===== src/design/flash_consts.svh =====
// Constants of the serial flash command decoder: opcodes, status fields, timing.
// Assumes inclusion by bare name from any design file that needs them.
`ifndef FLASH_CONSTS_SVH
`define FLASH_CONSTS_SVH

// ====================================================================
// Opcodes
`define OP_WRITE_ENABLE 8'h06
`define OP_WRITE_DISABLE 8'h04
`define OP_READ_IDENT 8'h9f
`define OP_READ_STATUS 8'h05
`define OP_WRITE_STATUS 8'h01
`define OP_READ 8'h03
`define OP_FAST_READ 8'h0b
`define OP_PARAM_TABLE 8'h5a
`define OP_DUAL_READ 8'h3b
`define OP_SECTOR_ERASE 8'h20
`define OP_BLOCK_ERASE_A 8'h52
`define OP_BLOCK_ERASE_B 8'hd8
`define OP_CHIP_ERASE_A 8'h60
`define OP_CHIP_ERASE_B 8'hc7
`define OP_PAGE_PROGRAM 8'h02
`define OP_DEEP_SLEEP 8'hb9
`define OP_SIG_READ 8'hab
`define OP_MAKER_DEVICE_ID 8'h90

// ====================================================================
// Status register layout
`define SR_SRWD_BIT 7
`define SR_BP1_BIT 3
`define SR_BP0_BIT 2
`define SR_LATCH_BIT 1
`define SR_BUSY_BIT 0
`define SR_WRITE_MASK 8'h8c
`define SR_RESET 8'h00

// ====================================================================
// Array layout
`define SECTOR_BASE_MASK 16'hf000
`define PAGE_BYTES 256

// ====================================================================
// Timing
`define CLK_MHZ 25
`define STATUS_WRITE_TIME_US 10
`define PROG_TIME_US 3000
`define SECTOR_ERASE_TIME_US 40000
`define CHIP_ERASE_TIME_US 2000000
`define STATUS_WRITE_CYCLES (`STATUS_WRITE_TIME_US * `CLK_MHZ)
`define PROG_CYCLES (`PROG_TIME_US * `CLK_MHZ)
`define SECTOR_ERASE_CYCLES (`SECTOR_ERASE_TIME_US * `CLK_MHZ)
`define CHIP_ERASE_CYCLES (`CHIP_ERASE_TIME_US * `CLK_MHZ)

`endif


===== src/design/flash_pkg.sv =====
// Types shared by the serial flash command decoder.
// Assumes nothing of its surroundings.
package flash_pkg;
	typedef enum logic [2:0] {
		ST_IDLE = 3'b000,
		ST_CMD = 3'b001,
		ST_ADDR = 3'b010,
		ST_DUMMY = 3'b011,
		ST_WDATA = 3'b100,
		ST_RDATA = 3'b101,
		ST_IGNORE = 3'b110
	} link_state_t;
	typedef enum logic [1:0] {
		ENG_IDLE = 2'b00,
		ENG_PROG = 2'b01,
		ENG_WAIT = 2'b10
	} engine_state_t;
	typedef enum logic [1:0] {
		ERASE_SECTOR = 2'b00,
		ERASE_BLOCK = 2'b01,
		ERASE_CHIP = 2'b10
	} erase_kind_t;
endpackage


===== src/design/link_if.sv =====
// Sampled link events passed from the pin sampler to the decoder core.
// Assumes both ends run on the same system clock.
`timescale 1ns/1ps
`default_nettype none
interface link_if;
	logic sclk_rise;
	logic sclk_fall;
	logic sel_fall;
	logic sel_rise;
	logic si_bit;
	modport sampler (output sclk_rise, sclk_fall, sel_fall, sel_rise, si_bit);
	modport core (input sclk_rise, sclk_fall, sel_fall, sel_rise, si_bit);
endinterface
`default_nettype wire


===== src/design/serial_flash_command_decoder.sv =====
// Serial flash command decoder: takes one-byte instructions from the link and runs them.
// Assumes an external array that answers mem_addr_out combinationally on mem_data_in.
`timescale 1ns/1ps
`default_nettype none
`include "flash_consts.svh"
module serial_flash_command_decoder #(
	parameter int unsigned STATUS_WRITE_CYCLES = `STATUS_WRITE_CYCLES,
	parameter int unsigned PROG_CYCLES = `PROG_CYCLES,
	parameter int unsigned SECTOR_ERASE_CYCLES = `SECTOR_ERASE_CYCLES,
	parameter int unsigned CHIP_ERASE_CYCLES = `CHIP_ERASE_CYCLES,
	// Arbitrary value.
	parameter logic [7:0] MAKER_ID = 8'h5e,
	// Arbitrary value.
	parameter logic [7:0] MEM_TYPE_ID = 8'h31,
	// Arbitrary value.
	parameter logic [7:0] DEVICE_ID = 8'h07
) (
	input wire logic ref_clk_in,
	input wire logic resetn_in,
	input wire logic sclk_in,
	input wire logic sel_n_in,
	input wire logic sio0_in,
	output logic sio0_out,
	output logic sio0_oe_out,
	output logic so_out,
	output logic so_oe_out,
	input wire logic [7:0] mem_data_in,
	output logic [15:0] mem_addr_out,
	output logic prog_wr_out,
	output logic [15:0] prog_addr_out,
	output logic [7:0] prog_data_out,
	output logic erase_out,
	output var flash_pkg::erase_kind_t erase_kind_out,
	output logic [15:0] erase_addr_out,
	output logic [7:0] status_out,
	output logic deep_sleep_out
);
	import flash_pkg::*;

	// ====================================================================
	// Decoding helpers
	function automatic logic is_known(input logic [7:0] op);
		return op inside {`OP_WRITE_ENABLE, `OP_WRITE_DISABLE, `OP_READ_IDENT,
			`OP_READ_STATUS, `OP_WRITE_STATUS, `OP_READ, `OP_FAST_READ,
			`OP_PARAM_TABLE, `OP_DUAL_READ, `OP_SECTOR_ERASE, `OP_BLOCK_ERASE_A,
			`OP_BLOCK_ERASE_B, `OP_CHIP_ERASE_A, `OP_CHIP_ERASE_B,
			`OP_PAGE_PROGRAM, `OP_DEEP_SLEEP, `OP_SIG_READ, `OP_MAKER_DEVICE_ID};
	endfunction

	function automatic logic takes_addr(input logic [7:0] op);
		return op inside {`OP_READ, `OP_FAST_READ, `OP_PARAM_TABLE, `OP_DUAL_READ,
			`OP_SECTOR_ERASE, `OP_BLOCK_ERASE_A, `OP_BLOCK_ERASE_B,
			`OP_PAGE_PROGRAM, `OP_SIG_READ, `OP_MAKER_DEVICE_ID};
	endfunction

	function automatic logic needs_latch(input logic [7:0] op);
		return op inside {`OP_WRITE_STATUS, `OP_SECTOR_ERASE, `OP_BLOCK_ERASE_A,
			`OP_BLOCK_ERASE_B, `OP_CHIP_ERASE_A, `OP_CHIP_ERASE_B, `OP_PAGE_PROGRAM};
	endfunction

	function automatic logic is_erase(input logic [7:0] op);
		return op inside {`OP_SECTOR_ERASE, `OP_BLOCK_ERASE_A, `OP_BLOCK_ERASE_B,
			`OP_CHIP_ERASE_A, `OP_CHIP_ERASE_B};
	endfunction

	// Table header carries an ASCII signature; the rest of the table reads erased.
	function automatic logic [7:0] param_byte(input logic [7:0] a);
		unique case (a)
			8'h00: return 8'h53;
			8'h01: return 8'h46;
			8'h02: return 8'h44;
			8'h03: return 8'h50;
			default: return 8'hff;
		endcase
	endfunction

	// ====================================================================
	// Link sampling
	link_if lk();

	link_sampler sampler (
		.ref_clk_in(ref_clk_in),
		.resetn_in(resetn_in),
		.sclk_in(sclk_in),
		.sel_n_in(sel_n_in),
		.si_in(sio0_in),
		.lk(lk.sampler)
	);

	// ====================================================================
	// State and decode wires
	link_state_t state;
	engine_state_t eng;
	logic [7:0] cmd;
	logic [7:0] shreg;
	logic [2:0] bit_cnt;
	logic [1:0] addr_cnt;
	logic [23:0] addr;
	logic wr_complete;
	logic [7:0] wsr_data;
	logic [8:0] pb_cnt;
	logic [8:0] eng_idx;
	logic [31:0] timer;
	logic [2:0] out_cnt;
	logic [7:0] out_shift;
	logic [1:0] out_idx;
	logic [7:0] page_buf [0:`PAGE_BYTES-1];

	logic [7:0] rx_byte;
	logic byte_done;
	logic cmd_byte;
	logic op_ok;
	logic addr_done;
	logic exec;
	logic deep_release;
	logic pb_write;
	logic [7:0] pb_wptr;
	logic [7:0] pb_rptr;
	logic dual;
	logic out_last;
	logic tx_load;
	logic [7:0] id_byte;
	logic [7:0] pair_byte;
	logic [7:0] tx_byte;
	logic [31:0] busy_cycles;

	assign rx_byte = {shreg[6:0], lk.si_bit};
	assign byte_done = lk.sclk_rise && (bit_cnt == 3'h7) && !lk.sel_rise && !lk.sel_fall;
	assign cmd_byte = byte_done && (state == ST_CMD);
	assign op_ok = is_known(rx_byte)
		&& (!deep_sleep_out || rx_byte == `OP_SIG_READ)
		&& (!status_out[`SR_BUSY_BIT] || rx_byte == `OP_READ_STATUS)
		&& (!needs_latch(rx_byte) || status_out[`SR_LATCH_BIT]);
	assign addr_done = byte_done && (state == ST_ADDR) && (addr_cnt == 2'h2);
	// Modifying work starts only when select rises on a whole byte.
	assign exec = lk.sel_rise && (state == ST_WDATA) && wr_complete && (bit_cnt == 3'h0)
		&& (eng == ENG_IDLE);
	// Release on the bare opcode, or once the signature read has begun.
	assign deep_release = lk.sel_rise && (cmd == `OP_SIG_READ) && (bit_cnt == 3'h0)
		&& ((state == ST_ADDR && addr_cnt == 2'h0) || state == ST_RDATA);
	assign pb_write = byte_done && (state == ST_WDATA) && (cmd == `OP_PAGE_PROGRAM);
	assign pb_wptr = addr[7:0] + pb_cnt[7:0];
	assign pb_rptr = addr[7:0] + eng_idx[7:0];
	assign busy_cycles = (cmd == `OP_WRITE_STATUS) ? STATUS_WRITE_CYCLES :
		(cmd == `OP_PAGE_PROGRAM) ? PROG_CYCLES :
		(cmd == `OP_SECTOR_ERASE) ? SECTOR_ERASE_CYCLES : CHIP_ERASE_CYCLES;

	// ====================================================================
	// Instruction framing
	always_ff @(posedge ref_clk_in) begin
		if (!resetn_in) begin
			state <= ST_IDLE;
			cmd <= 8'h00;
			shreg <= 8'h00;
			bit_cnt <= 3'h0;
			addr_cnt <= 2'h0;
			addr <= 24'h000000;
			wr_complete <= 1'b0;
			wsr_data <= 8'h00;
		end else if (lk.sel_rise) begin
			state <= ST_IDLE;
		end else if (lk.sel_fall) begin
			state <= ST_CMD;
			bit_cnt <= 3'h0;
			wr_complete <= 1'b0;
		end else if (lk.sclk_rise && state != ST_IDLE && state != ST_IGNORE) begin
			shreg <= rx_byte;
			bit_cnt <= bit_cnt + 3'h1;
			if (bit_cnt == 3'h7) begin
				unique case (state)
					ST_CMD: begin
						cmd <= rx_byte;
						addr_cnt <= 2'h0;
						if (!op_ok) begin
							state <= ST_IGNORE;
						end else if (takes_addr(rx_byte)) begin
							state <= ST_ADDR;
						end else if (rx_byte == `OP_READ_STATUS || rx_byte == `OP_READ_IDENT) begin
							state <= ST_RDATA;
						end else begin
							state <= ST_WDATA;
							wr_complete <= (rx_byte != `OP_WRITE_STATUS);
						end
					end
					ST_ADDR: begin
						addr <= {addr[15:0], rx_byte};
						addr_cnt <= addr_cnt + 2'h1;
						if (addr_cnt == 2'h2) begin
							if (cmd == `OP_FAST_READ || cmd == `OP_PARAM_TABLE) begin
								state <= ST_DUMMY;
							end else if (needs_latch(cmd)) begin
								state <= ST_WDATA;
								wr_complete <= (cmd != `OP_PAGE_PROGRAM);
							end else begin
								state <= ST_RDATA;
							end
						end
					end
					ST_DUMMY: begin
						state <= ST_RDATA;
					end
					ST_WDATA: begin
						wsr_data <= rx_byte;
						wr_complete <= 1'b1;
					end
					default: begin
						state <= state;
					end
				endcase
			end
		end
	end

	// A page longer than the buffer stops the count at 256, so each later byte overwrites the slot at the start address.
	always_ff @(posedge ref_clk_in) begin
		if (!resetn_in || lk.sel_fall) begin
			pb_cnt <= 9'h000;
		end else if (pb_write) begin
			pb_cnt <= (pb_cnt == 9'h100) ? pb_cnt : pb_cnt + 9'h001;
		end
	end

	always_ff @(posedge ref_clk_in) begin
		if (pb_write) begin
			page_buf[pb_wptr] <= rx_byte;
		end
	end

	// ====================================================================
	// Output shifting
	assign dual = (cmd == `OP_DUAL_READ);
	assign out_last = dual ? (out_cnt == 3'h3) : (out_cnt == 3'h7);
	assign tx_load = (state == ST_RDATA) && lk.sclk_fall && !lk.sel_rise && (out_cnt == 3'h0);
	assign id_byte = (out_idx == 2'h0) ? MAKER_ID : (out_idx == 2'h1) ? MEM_TYPE_ID : DEVICE_ID;
	assign pair_byte = (out_idx[0] ^ addr[0]) ? DEVICE_ID : MAKER_ID;
	assign tx_byte = (cmd == `OP_READ_STATUS) ? status_out :
		(cmd == `OP_READ_IDENT) ? id_byte :
		(cmd == `OP_SIG_READ) ? DEVICE_ID :
		(cmd == `OP_MAKER_DEVICE_ID) ? pair_byte :
		(cmd == `OP_PARAM_TABLE) ? param_byte(mem_addr_out[7:0]) : mem_data_in;

	always_ff @(posedge ref_clk_in) begin
		if (!resetn_in) begin
			so_out <= 1'b0;
			sio0_out <= 1'b0;
			so_oe_out <= 1'b0;
			sio0_oe_out <= 1'b0;
			out_cnt <= 3'h0;
			out_shift <= 8'h00;
			out_idx <= 2'h0;
		end else if (state != ST_RDATA || lk.sel_rise) begin
			so_oe_out <= 1'b0;
			sio0_oe_out <= 1'b0;
			out_cnt <= 3'h0;
			out_idx <= 2'h0;
		end else if (lk.sclk_fall) begin
			out_cnt <= out_last ? 3'h0 : out_cnt + 3'h1;
			so_oe_out <= 1'b1;
			sio0_oe_out <= dual;
			if (out_cnt == 3'h0) begin
				so_out <= tx_byte[7];
				sio0_out <= tx_byte[6];
				out_shift <= dual ? {tx_byte[5:0], 2'h0} : {tx_byte[6:0], 1'b0};
				out_idx <= (cmd == `OP_READ_IDENT && out_idx == 2'h2) ? 2'h0 : out_idx + 2'h1;
			end else begin
				so_out <= out_shift[7];
				sio0_out <= out_shift[6];
				out_shift <= dual ? {out_shift[5:0], 2'h0} : {out_shift[6:0], 1'b0};
			end
		end
	end

	// Reads stream on through the whole array and wrap at the top.
	always_ff @(posedge ref_clk_in) begin
		if (!resetn_in) begin
			mem_addr_out <= 16'h0000;
		end else if (addr_done) begin
			mem_addr_out <= {addr[7:0], rx_byte};
		end else if (tx_load) begin
			mem_addr_out <= mem_addr_out + 16'h0001;
		end
	end

	// ====================================================================
	// Status and write engine
	always_ff @(posedge ref_clk_in) begin
		if (!resetn_in) begin
			status_out <= `SR_RESET;
			deep_sleep_out <= 1'b0;
			eng <= ENG_IDLE;
			timer <= 32'h0;
			eng_idx <= 9'h000;
			erase_out <= 1'b0;
			erase_kind_out <= ERASE_SECTOR;
			erase_addr_out <= 16'h0000;
			prog_wr_out <= 1'b0;
			prog_addr_out <= 16'h0000;
			prog_data_out <= 8'h00;
		end else begin
			erase_out <= 1'b0;
			prog_wr_out <= 1'b0;
			if (deep_release) begin
				deep_sleep_out <= 1'b0;
			end
			unique case (eng)
				ENG_IDLE: begin
					if (exec) begin
						if (cmd == `OP_WRITE_ENABLE) begin
							status_out[`SR_LATCH_BIT] <= 1'b1;
						end
						if (cmd == `OP_WRITE_DISABLE) begin
							status_out[`SR_LATCH_BIT] <= 1'b0;
						end
						if (cmd == `OP_DEEP_SLEEP) begin
							deep_sleep_out <= 1'b1;
						end
						if (cmd == `OP_WRITE_STATUS) begin
							status_out <= (status_out & ~`SR_WRITE_MASK)
								| (wsr_data & `SR_WRITE_MASK);
						end
						if (needs_latch(cmd)) begin
							status_out[`SR_BUSY_BIT] <= 1'b1;
							timer <= busy_cycles;
							eng_idx <= 9'h000;
							eng <= (cmd == `OP_PAGE_PROGRAM) ? ENG_PROG : ENG_WAIT;
						end
						if (is_erase(cmd)) begin
							erase_out <= 1'b1;
							if (cmd == `OP_SECTOR_ERASE) begin
								erase_kind_out <= ERASE_SECTOR;
								erase_addr_out <= addr[15:0] & `SECTOR_BASE_MASK;
							end else begin
								// This array is one block, so block erase clears it all.
								erase_kind_out <= (cmd == `OP_CHIP_ERASE_A || cmd == `OP_CHIP_ERASE_B)
									? ERASE_CHIP : ERASE_BLOCK;
								erase_addr_out <= 16'h0000;
							end
						end
					end
				end
				ENG_PROG: begin
					prog_wr_out <= 1'b1;
					prog_addr_out <= {addr[15:8], pb_rptr};
					prog_data_out <= page_buf[pb_rptr];
					eng_idx <= eng_idx + 9'h001;
					if (eng_idx + 9'h001 == pb_cnt) begin
						eng <= ENG_WAIT;
					end
				end
				ENG_WAIT: begin
					if (timer == 32'h0) begin
						status_out[`SR_BUSY_BIT] <= 1'b0;
						status_out[`SR_LATCH_BIT] <= 1'b0;
						eng <= ENG_IDLE;
					end else begin
						timer <= timer - 32'h1;
					end
				end
				default: begin
					eng <= ENG_IDLE;
				end
			endcase
		end
	end
endmodule
`default_nettype wire


===== src/design/link_sampler.sv =====
// Synchronises the serial clock, select and data pins and finds the clock and select edges.
// Assumes the serial clock runs well below a quarter of the system clock.
`timescale 1ns/1ps
`default_nettype none
module link_sampler (
	input wire logic ref_clk_in,
	input wire logic resetn_in,
	input wire logic sclk_in,
	input wire logic sel_n_in,
	input wire logic si_in,
	link_if.sampler lk
);
	logic [2:0] sclk_q;
	logic [2:0] sel_q;
	logic [1:0] si_q;

	// Data runs through the same depth as the clock, so a rise sees the bit that it latched.
	always_ff @(posedge ref_clk_in) begin
		if (!resetn_in) begin
			sclk_q <= 3'h0;
			sel_q <= 3'h7;
			si_q <= 2'h0;
		end else begin
			sclk_q <= {sclk_q[1:0], sclk_in};
			sel_q <= {sel_q[1:0], sel_n_in};
			si_q <= {si_q[0], si_in};
		end
	end

	assign lk.sclk_rise = sclk_q[1] & ~sclk_q[2];
	assign lk.sclk_fall = ~sclk_q[1] & sclk_q[2];
	assign lk.sel_fall = ~sel_q[1] & sel_q[2];
	assign lk.sel_rise = sel_q[1] & ~sel_q[2];
	assign lk.si_bit = si_q[1];
endmodule
`default_nettype wire


===== config.mk =====
export PLATFORM = sky130hd
export DESIGN_NAME = serial_flash_command_decoder
export DESIGN_NICKNAME = d
export VERILOG_FILES = /design/src/design/flash_pkg.sv /design/src/design/link_if.sv /design/src/design/serial_flash_command_decoder.sv /design/src/design/link_sampler.sv
export VERILOG_INCLUDE_DIRS = /design/src /design/src/design
export SDC_FILE = /design/constraint.sdc
export NUM_CORES = 2
export LEC_CHECK = 0
export BUFFER_PORTS_ARGS = -buffer_cell sky130_fd_sc_hd__buf_2
export CAP_MARGIN = 40
export CORE_MARGIN = 4
export CORE_UTILIZATION = 60
export DETAILED_ROUTE_END_ITERATION = 16
export PLACE_DENSITY = 0.76
export SLEW_MARGIN = 15
export SYNTH_ARGS = -nofsm -noshare
export SYNTH_HDL_FRONTEND = slang
export SYNTH_HIERARCHICAL = 1
export SYNTH_SLANG_ARGS = --single-unit

===== constraint.sdc =====
create_clock -name ref_clk_in -period 7.81 [get_ports ref_clk_in]
set_input_delay 0 -clock ref_clk_in [delete_from_list [all_inputs] [get_ports ref_clk_in]]
set_output_delay 0 -clock ref_clk_in [all_outputs]
set_load 0.05 [all_outputs]

## After elaboration in Yosys (flattened, before gate mapping)

Memories as Yosys holds them, arrays and structs flattened. A register that Yosys moved wholly into a read port is not among the register bits.
Cells that the tools add are included.

| word-level totals | value |
|---|---|
| register bits | 186 |
| bits in writable memories | 2048 |
| bits of input ports | 13 |
| output and inout bits | 73 |
| memories | 1 |

| cells by class | value |
|---|---|
| $add $sub $neg | 10 |
| eq/ne operators | 71 |
| muxes and demuxes | 75 |
| bitwise operators | 15 |
| reduce and logical (&&, ||, !) cells | 85 |

Memories:

| memory | words | width | rd ports | clocked after memory_dff | wr ports | RTL line | RTL |
|---|---|---|---|---|---|---|---|
| page_buf | 256 | 8 | 1 | 1 | 1 | serial_flash_command_decoder.sv:107 | `` logic [7:0] page_buf [0:`PAGE_BYTES-1]; `` |

Operator list:

| kind | number |
|---|---|
| == test 8 bit (second input constant) | 12 |
| 2-to-1 mux 32 bit | 3 |
| 2-to-1 mux 26 bit | 3 |
| 2-to-1 mux 8 bit | 8 |
| case mux 32 bit (2 select lines) | 1 |
| == test 8 x 3 -> 1 bit (second input constant) | 6 |
| == test 8 x 7 -> 1 bit (second input constant) | 6 |
| 2-to-1 mux 16 bit | 3 |
| == test 8 x 2 -> 1 bit (second input constant) | 5 |
| == test 8 x 6 -> 1 bit (second input constant) | 4 |
| zero test 32 bit | 1 |
| case mux 8 bit (4 select lines) | 1 |
| subtractor 32 x 1 -> 32 bit (second input constant) | 1 |
| 2-to-1 mux 1 bit | 28 |
| == test 8 x 1 -> 1 bit (second input constant) | 3 |
| logical AND 1 bit | 24 |
| AND reduction 4 bit | 6 |
| 2-to-1 mux 3 bit | 7 |
| 2-to-1 mux 2 bit | 10 |
| AND reduction 5 bit | 4 |
| adder 9 x 1 -> 9 bit (second input constant) | 2 |
| 2-to-1 mux 9 bit | 2 |
| != test 3 bit (second input constant) | 6 |
| case mux 9 bit (2 select lines) | 1 |
| 46 further kinds | 109 |

## Depth between registers and ports, before layout

| logic depth | value |
|---|---|
| depth after elaboration | 10 |
| mapped depth | 14 |

## By module

The synthesis kept the hierarchy.

By module, submodules not included:

| module | instances | cells each | area an instance (sq um) | seq. area each (sq um) |
|---|---|---|---|---|
| serial_flash_command_decoder | 1 | 4857 | 89121.7 | 64802.2 |
| link_sampler | 1 | 20 | 235.2 | 160.2 |

## Worst setup path before layout

OpenSTA, ideal clock, no wires.

| path | value |
|---|---|
| kind | register to register |
| start point | register shreg[6] |
| end point | register wr_complete |
| setup time | 0.072 ns |
| arrival | 5.909 ns |
| required time | 7.738 ns |
| path slack | 1.829 ns |
| cell stages (with the launch flop) | 9 |
| buffers on the path | 1 |
| clock period less this slack | 5.981 ns |
| cell sequence | dfxtp_1 buf_2 nand4_1 or3b_2 a22o_1 nor4_2 nand2_1 a221oi_1 mux2i_1 |

| on the way | value |
|---|---|
| cells in the longest elaborated chain, start to end | 8 |

Ends and longest elaborated chain:

| item | RTL line | RTL |
|---|---|---|
| start, declared | serial_flash_command_decoder.sv:95 | `logic [7:0] shreg;` |
| start signal, assigned | serial_flash_command_decoder.sv:167 | `shreg <= rx_byte;` |
| != test 8 x 1 -> 1 bit (no source line) | - |  |
| 2-to-1 mux 1 bit | serial_flash_command_decoder.sv:178 | `` end else if (rx_byte == `OP_READ_STATUS \|\| rx_byte == `OP_READ_IDENT) begin `` |
| 2-to-1 mux 1 bit | serial_flash_command_decoder.sv:176 | `end else if (takes_addr(rx_byte)) begin` |
| 2-to-1 mux 1 bit | serial_flash_command_decoder.sv:174 | `if (!op_ok) begin` |
| case mux 1 bit (3 select lines) | serial_flash_command_decoder.sv:170 | `unique case (state)` |
| 2-to-1 mux 1 bit | serial_flash_command_decoder.sv:169 | `if (bit_cnt == 3'h7) begin` |
| 2-to-1 mux 1 bit | serial_flash_command_decoder.sv:166 | `end else if (lk.sclk_rise && state != ST_IDLE && state != ST_IGNORE) begin` |
| 2-to-1 mux 1 bit | serial_flash_command_decoder.sv:162 | `end else if (lk.sel_fall) begin` |
| end signal, assigned | serial_flash_command_decoder.sv:182 | `` wr_complete <= (rx_byte != `OP_WRITE_STATUS); `` |
| end signal, assigned | serial_flash_command_decoder.sv:193 | `` wr_complete <= (cmd != `OP_PAGE_PROGRAM); `` |
| end, declared | serial_flash_command_decoder.sv:99 | `logic wr_complete;` |

Parallel ways exist; a longest one is shown, timed or not. The select of a mux whose other input is x is not followed.
A chain may end at the register's enable or synchronous reset.

## Worst setup path in the final report

| path | value |
|---|---|
| start point | register addr[0] |
| end point | memory page_buf[71][4] (enable) |

| on the way | value |
|---|---|
| cells in the longest elaborated chain, start to end | 1 |

Ends and longest elaborated chain:

| item | RTL line | RTL |
|---|---|---|
| start, declared | serial_flash_command_decoder.sv:98 | `logic [23:0] addr;` |
| start signal, assigned | serial_flash_command_decoder.sv:186 | `addr <= {addr[15:0], rx_byte};` |
| adder 8 bit | serial_flash_command_decoder.sv:142 | `assign pb_wptr = addr[7:0] + pb_cnt[7:0];` |
| end, declared | serial_flash_command_decoder.sv:107 |  |

Every way passes these cells.

==> results.md <==
* CP Cell Sequence: ha_1, fa_1, a21o_1, a21oi_1, o21bai_1, a21oi_1, xor2_1, nor3_1, nand2_1, nor3_1, buf_2
* Iter 0 DRT Violations at ~7.5k
* Leading cell type in the layout, fill and taps excluded: edfxtp_1
* Fin crit period at between 5 and 6 ns
* Layout cells sized above 1 at 25.9%
* Worst path arrival time at 5.82 ns
* GRT Total Usage at around 30%
* Vias per cell at between 6 and 7
* Synth top area share at approximately 69%
* Nets at 5261
* Leakage power at 0.0328 µW
* Top Layer Used: met5
* Number of synthesized register bits at between 2k and 2.5k
* FFs w/ async S/R, synth at 0%
* HP Class: in2reg
* Worst slew margin relative to its limit at about a quarter
* Setup TNS at 0 ns
* Placed insts at just under 7k
* Area Overhead vs Synth at 13.1%
* First-pass DRT Iterations at 6
* Buf/Inv on CP at 1
* Slew Viols, Final at 0
* Dpl hpwl at 138 mm
* Worst setup SP type: flip-flop
* Post-route DRC at 0
* Routed via count at 50.4k
* H-Tree Level Count at 4
* Netlist cell types at 95
* DRT met1 WL at about 86 mm
* Synth Area per Inst at roughly 18 µm²
* Setup ws final at roughly 2.5 ns
* Critical path class: reg2reg
* Synth Instances at ~4.9k
* Largest net degree at the start of global routing at around 190
* DP Area at 93500 µm²
* RSZ-0062 raised after global routing: false
* F_max at 189 MHz
* GP Congestion at approximately 0.9
* Die Y at 394 µm
* Root Driver: clkbuf_16
* Global route overflow at 0
* EDFF count, synth at approximately 2k
* Dominant cells by area after synthesis: edfxtp_1, mux4_2, dfxtp_1, nor3_1, nand2_1
* Outcome: finished, final reports clean
* Crit. End Element: flip-flop
* Cell area after layout at a little over 100000 µm²
* Clock tree buffer depth at 3
* Clock latency at the later pin of the worst-skew pair at between 0.8 and 0.9 ns
* Initial antenna violation count at 3
* Row cnt at 141
* Yosys top cell by area: edfxtp_1
* Detail Route Antenna Nets at 0
* Wirelength per Cell at 31.4 µm
* Mapped Area at about 89000 µm²
* Vias in the first global route at ~49k
* Worst-path clk slew at 0.06 ns
* Drt total wl at between 200 and 250 mm
* Clk sinks at between 2k and 2.5k
* I/O Buffers at 70
* Clock Skews at between 0.05 and 0.06 ns
* CTS tree: done
* Worst-Margin Slew at ~1.1 ns
* I/O pins at 86
* Most frequent cells in the layout: edfxtp_1, mux4_2, nand2_1
* Max cap viols at 0
* CP required at 8.35 ns
* Critical path's slowest cell: nor3_1
* First-pass GRT wire length at about 340 mm
* Final hold vios at 0
* Die width at 394 µm
* Ys Warns at 6
* Delay-heaviest family, CP: simple AND/OR/NAND/NOR gates
* Final setup fails at 0
* WL met3 at 26.6 mm
* DIE AREA at 155000 µm²
* CTS Buf Count at 210
* Period utilization at between 60% and 70%
* Fin cells at ~7.3k
* Power density over the cells at 231 nW/µm²
* Slowest Stage Delay on Critical Path at between 0.8 and 0.9 ns
* DP Worst Slack at about 2.8 ns
* Core area at between 100000 and 150000 µm²
* Register area share after synthesis at about 73%
* Crit Path Max Fanout at 8
* Primary FF master, synth: edfxtp_1
* DR WL met2 at 109 mm
* Initial core utilization at approximately three fifths
* Util after Layout at roughly 68%
* IR drop worst, VDD at slightly above 0.0002 V
## per-layer routing
layer	vias up	track usage, %
met2	3587	45.6
li1	20438	-
met3	496	6.69
met4	2	11.5
met5	-	0
met1	25882	42.8
## area by class of cell
class                      count  area, µm²
antenna                        3       7.51
clock buffer                 251       5610
clock inverter               143       1530
fill                        9086      46700
inverter                      33        126
multi-input combinational   2316      23100
sequential                  2221      65000
tap                         1930       2410
timing repair buffer         435       3290
## flip-flops by register name, indices dropped and copies added (netlist names), 3 cells and up
register and flops:
mem_addr_out 16, out_shift 7, shreg 7, state 3, out_cnt 3, eng_idx 9
prog_data_out 8, page_buf 2048, pb_cnt 9, bit_cnt 3, addr 16, wsr_data 3
status_out 5, prog_addr_out 16, sampler/sclk_q 3, sampler/sel_q 3, timer 32, cmd 8
erase_addr_out 4
## cell usage after synthesis (all sizes together) (26+ instances only)
cell type	instances
o21ai	58
a21oi	120
inv	32
nor2	218
clkbuf	165
buf	156
nand3	72
nand2	392
mux4	584
a31oi	29
edfxtp	2048
xnor2	31
mux2i	62
nor3	307
ha	29
xor2	30
dfxtp	173
nand4	54
and3	26
## cells by family (layout without fill, tap and decap cells)
kind of cell	after synthesis	after routing	synth area share, %
multiplexers	648	648	15.4
other	1	18	0.00420
buffers and inverters	354	862	1.73
AND/OR/NAND/NOR	1209	1209	6.44
adder cells (fa/ha/maj)	31	31	0.451
XOR/XNOR	63	63	0.648
flip-flops	2221	2221	72.7
AO/OA/AOI/OAI	350	350	2.58
## worst paths after layout
path | slack [ns] | cells after the start | to | start
setup reg to reg | 2.53 | 11 | page_buf[71][4]$_DFFE_PP_ | addr[0]$_SDFFE_PN0P_
hold reg to reg | 0.44 | 1 | sampler/sel_q[1]$_SDFF_PN1_ | sampler/sel_q[0]$_SDFF_PN1_
setup / recovery | 2.53 | 11 | page_buf[71][4]$_DFFE_PP_ | addr[0]$_SDFFE_PN0P_
hold / removal | 0.07 | 7 | out_shift[4]$_SDFFE_PN0P_ | mem_data_in[2]
## report_power, final
part           internal [µW]  switching (µW)
clock                   6080            4420
combinational           21.8            64.4
sequential             12800            5.92
## timing repair
item | CTS | global route
setup endpoints to repair | 0 | 0
buffers inserted | 0 | 0
hold buffers | 19 | 0
hold endpoints to repair | 54 | 0
resized for setup | 0 | 0
## worst register-to-register path: stages (launching register included)
cell and delay (ns):
dfxtp_1 0.40, ha_1 0.27, fa_1 0.43, a21o_1 0.19
a21oi_1 0.34, o21bai_1 0.12, a21oi_1 0.21, xor2_1 0.24
nor3_1 0.81, nand2_1 0.81, nor3_1 0.86, buf_2 0.31
## metrics by stage
stage                     power (µW)  hold slack (ns)
after floorplan                13100           0.0730
after global placement         13100            0.186
after detailed placement       13100            0.187
after CTS                      23500          0.00526
after global routing           24000            0.127
final                          23400           0.0725
(Power assumes the default switching activity.)
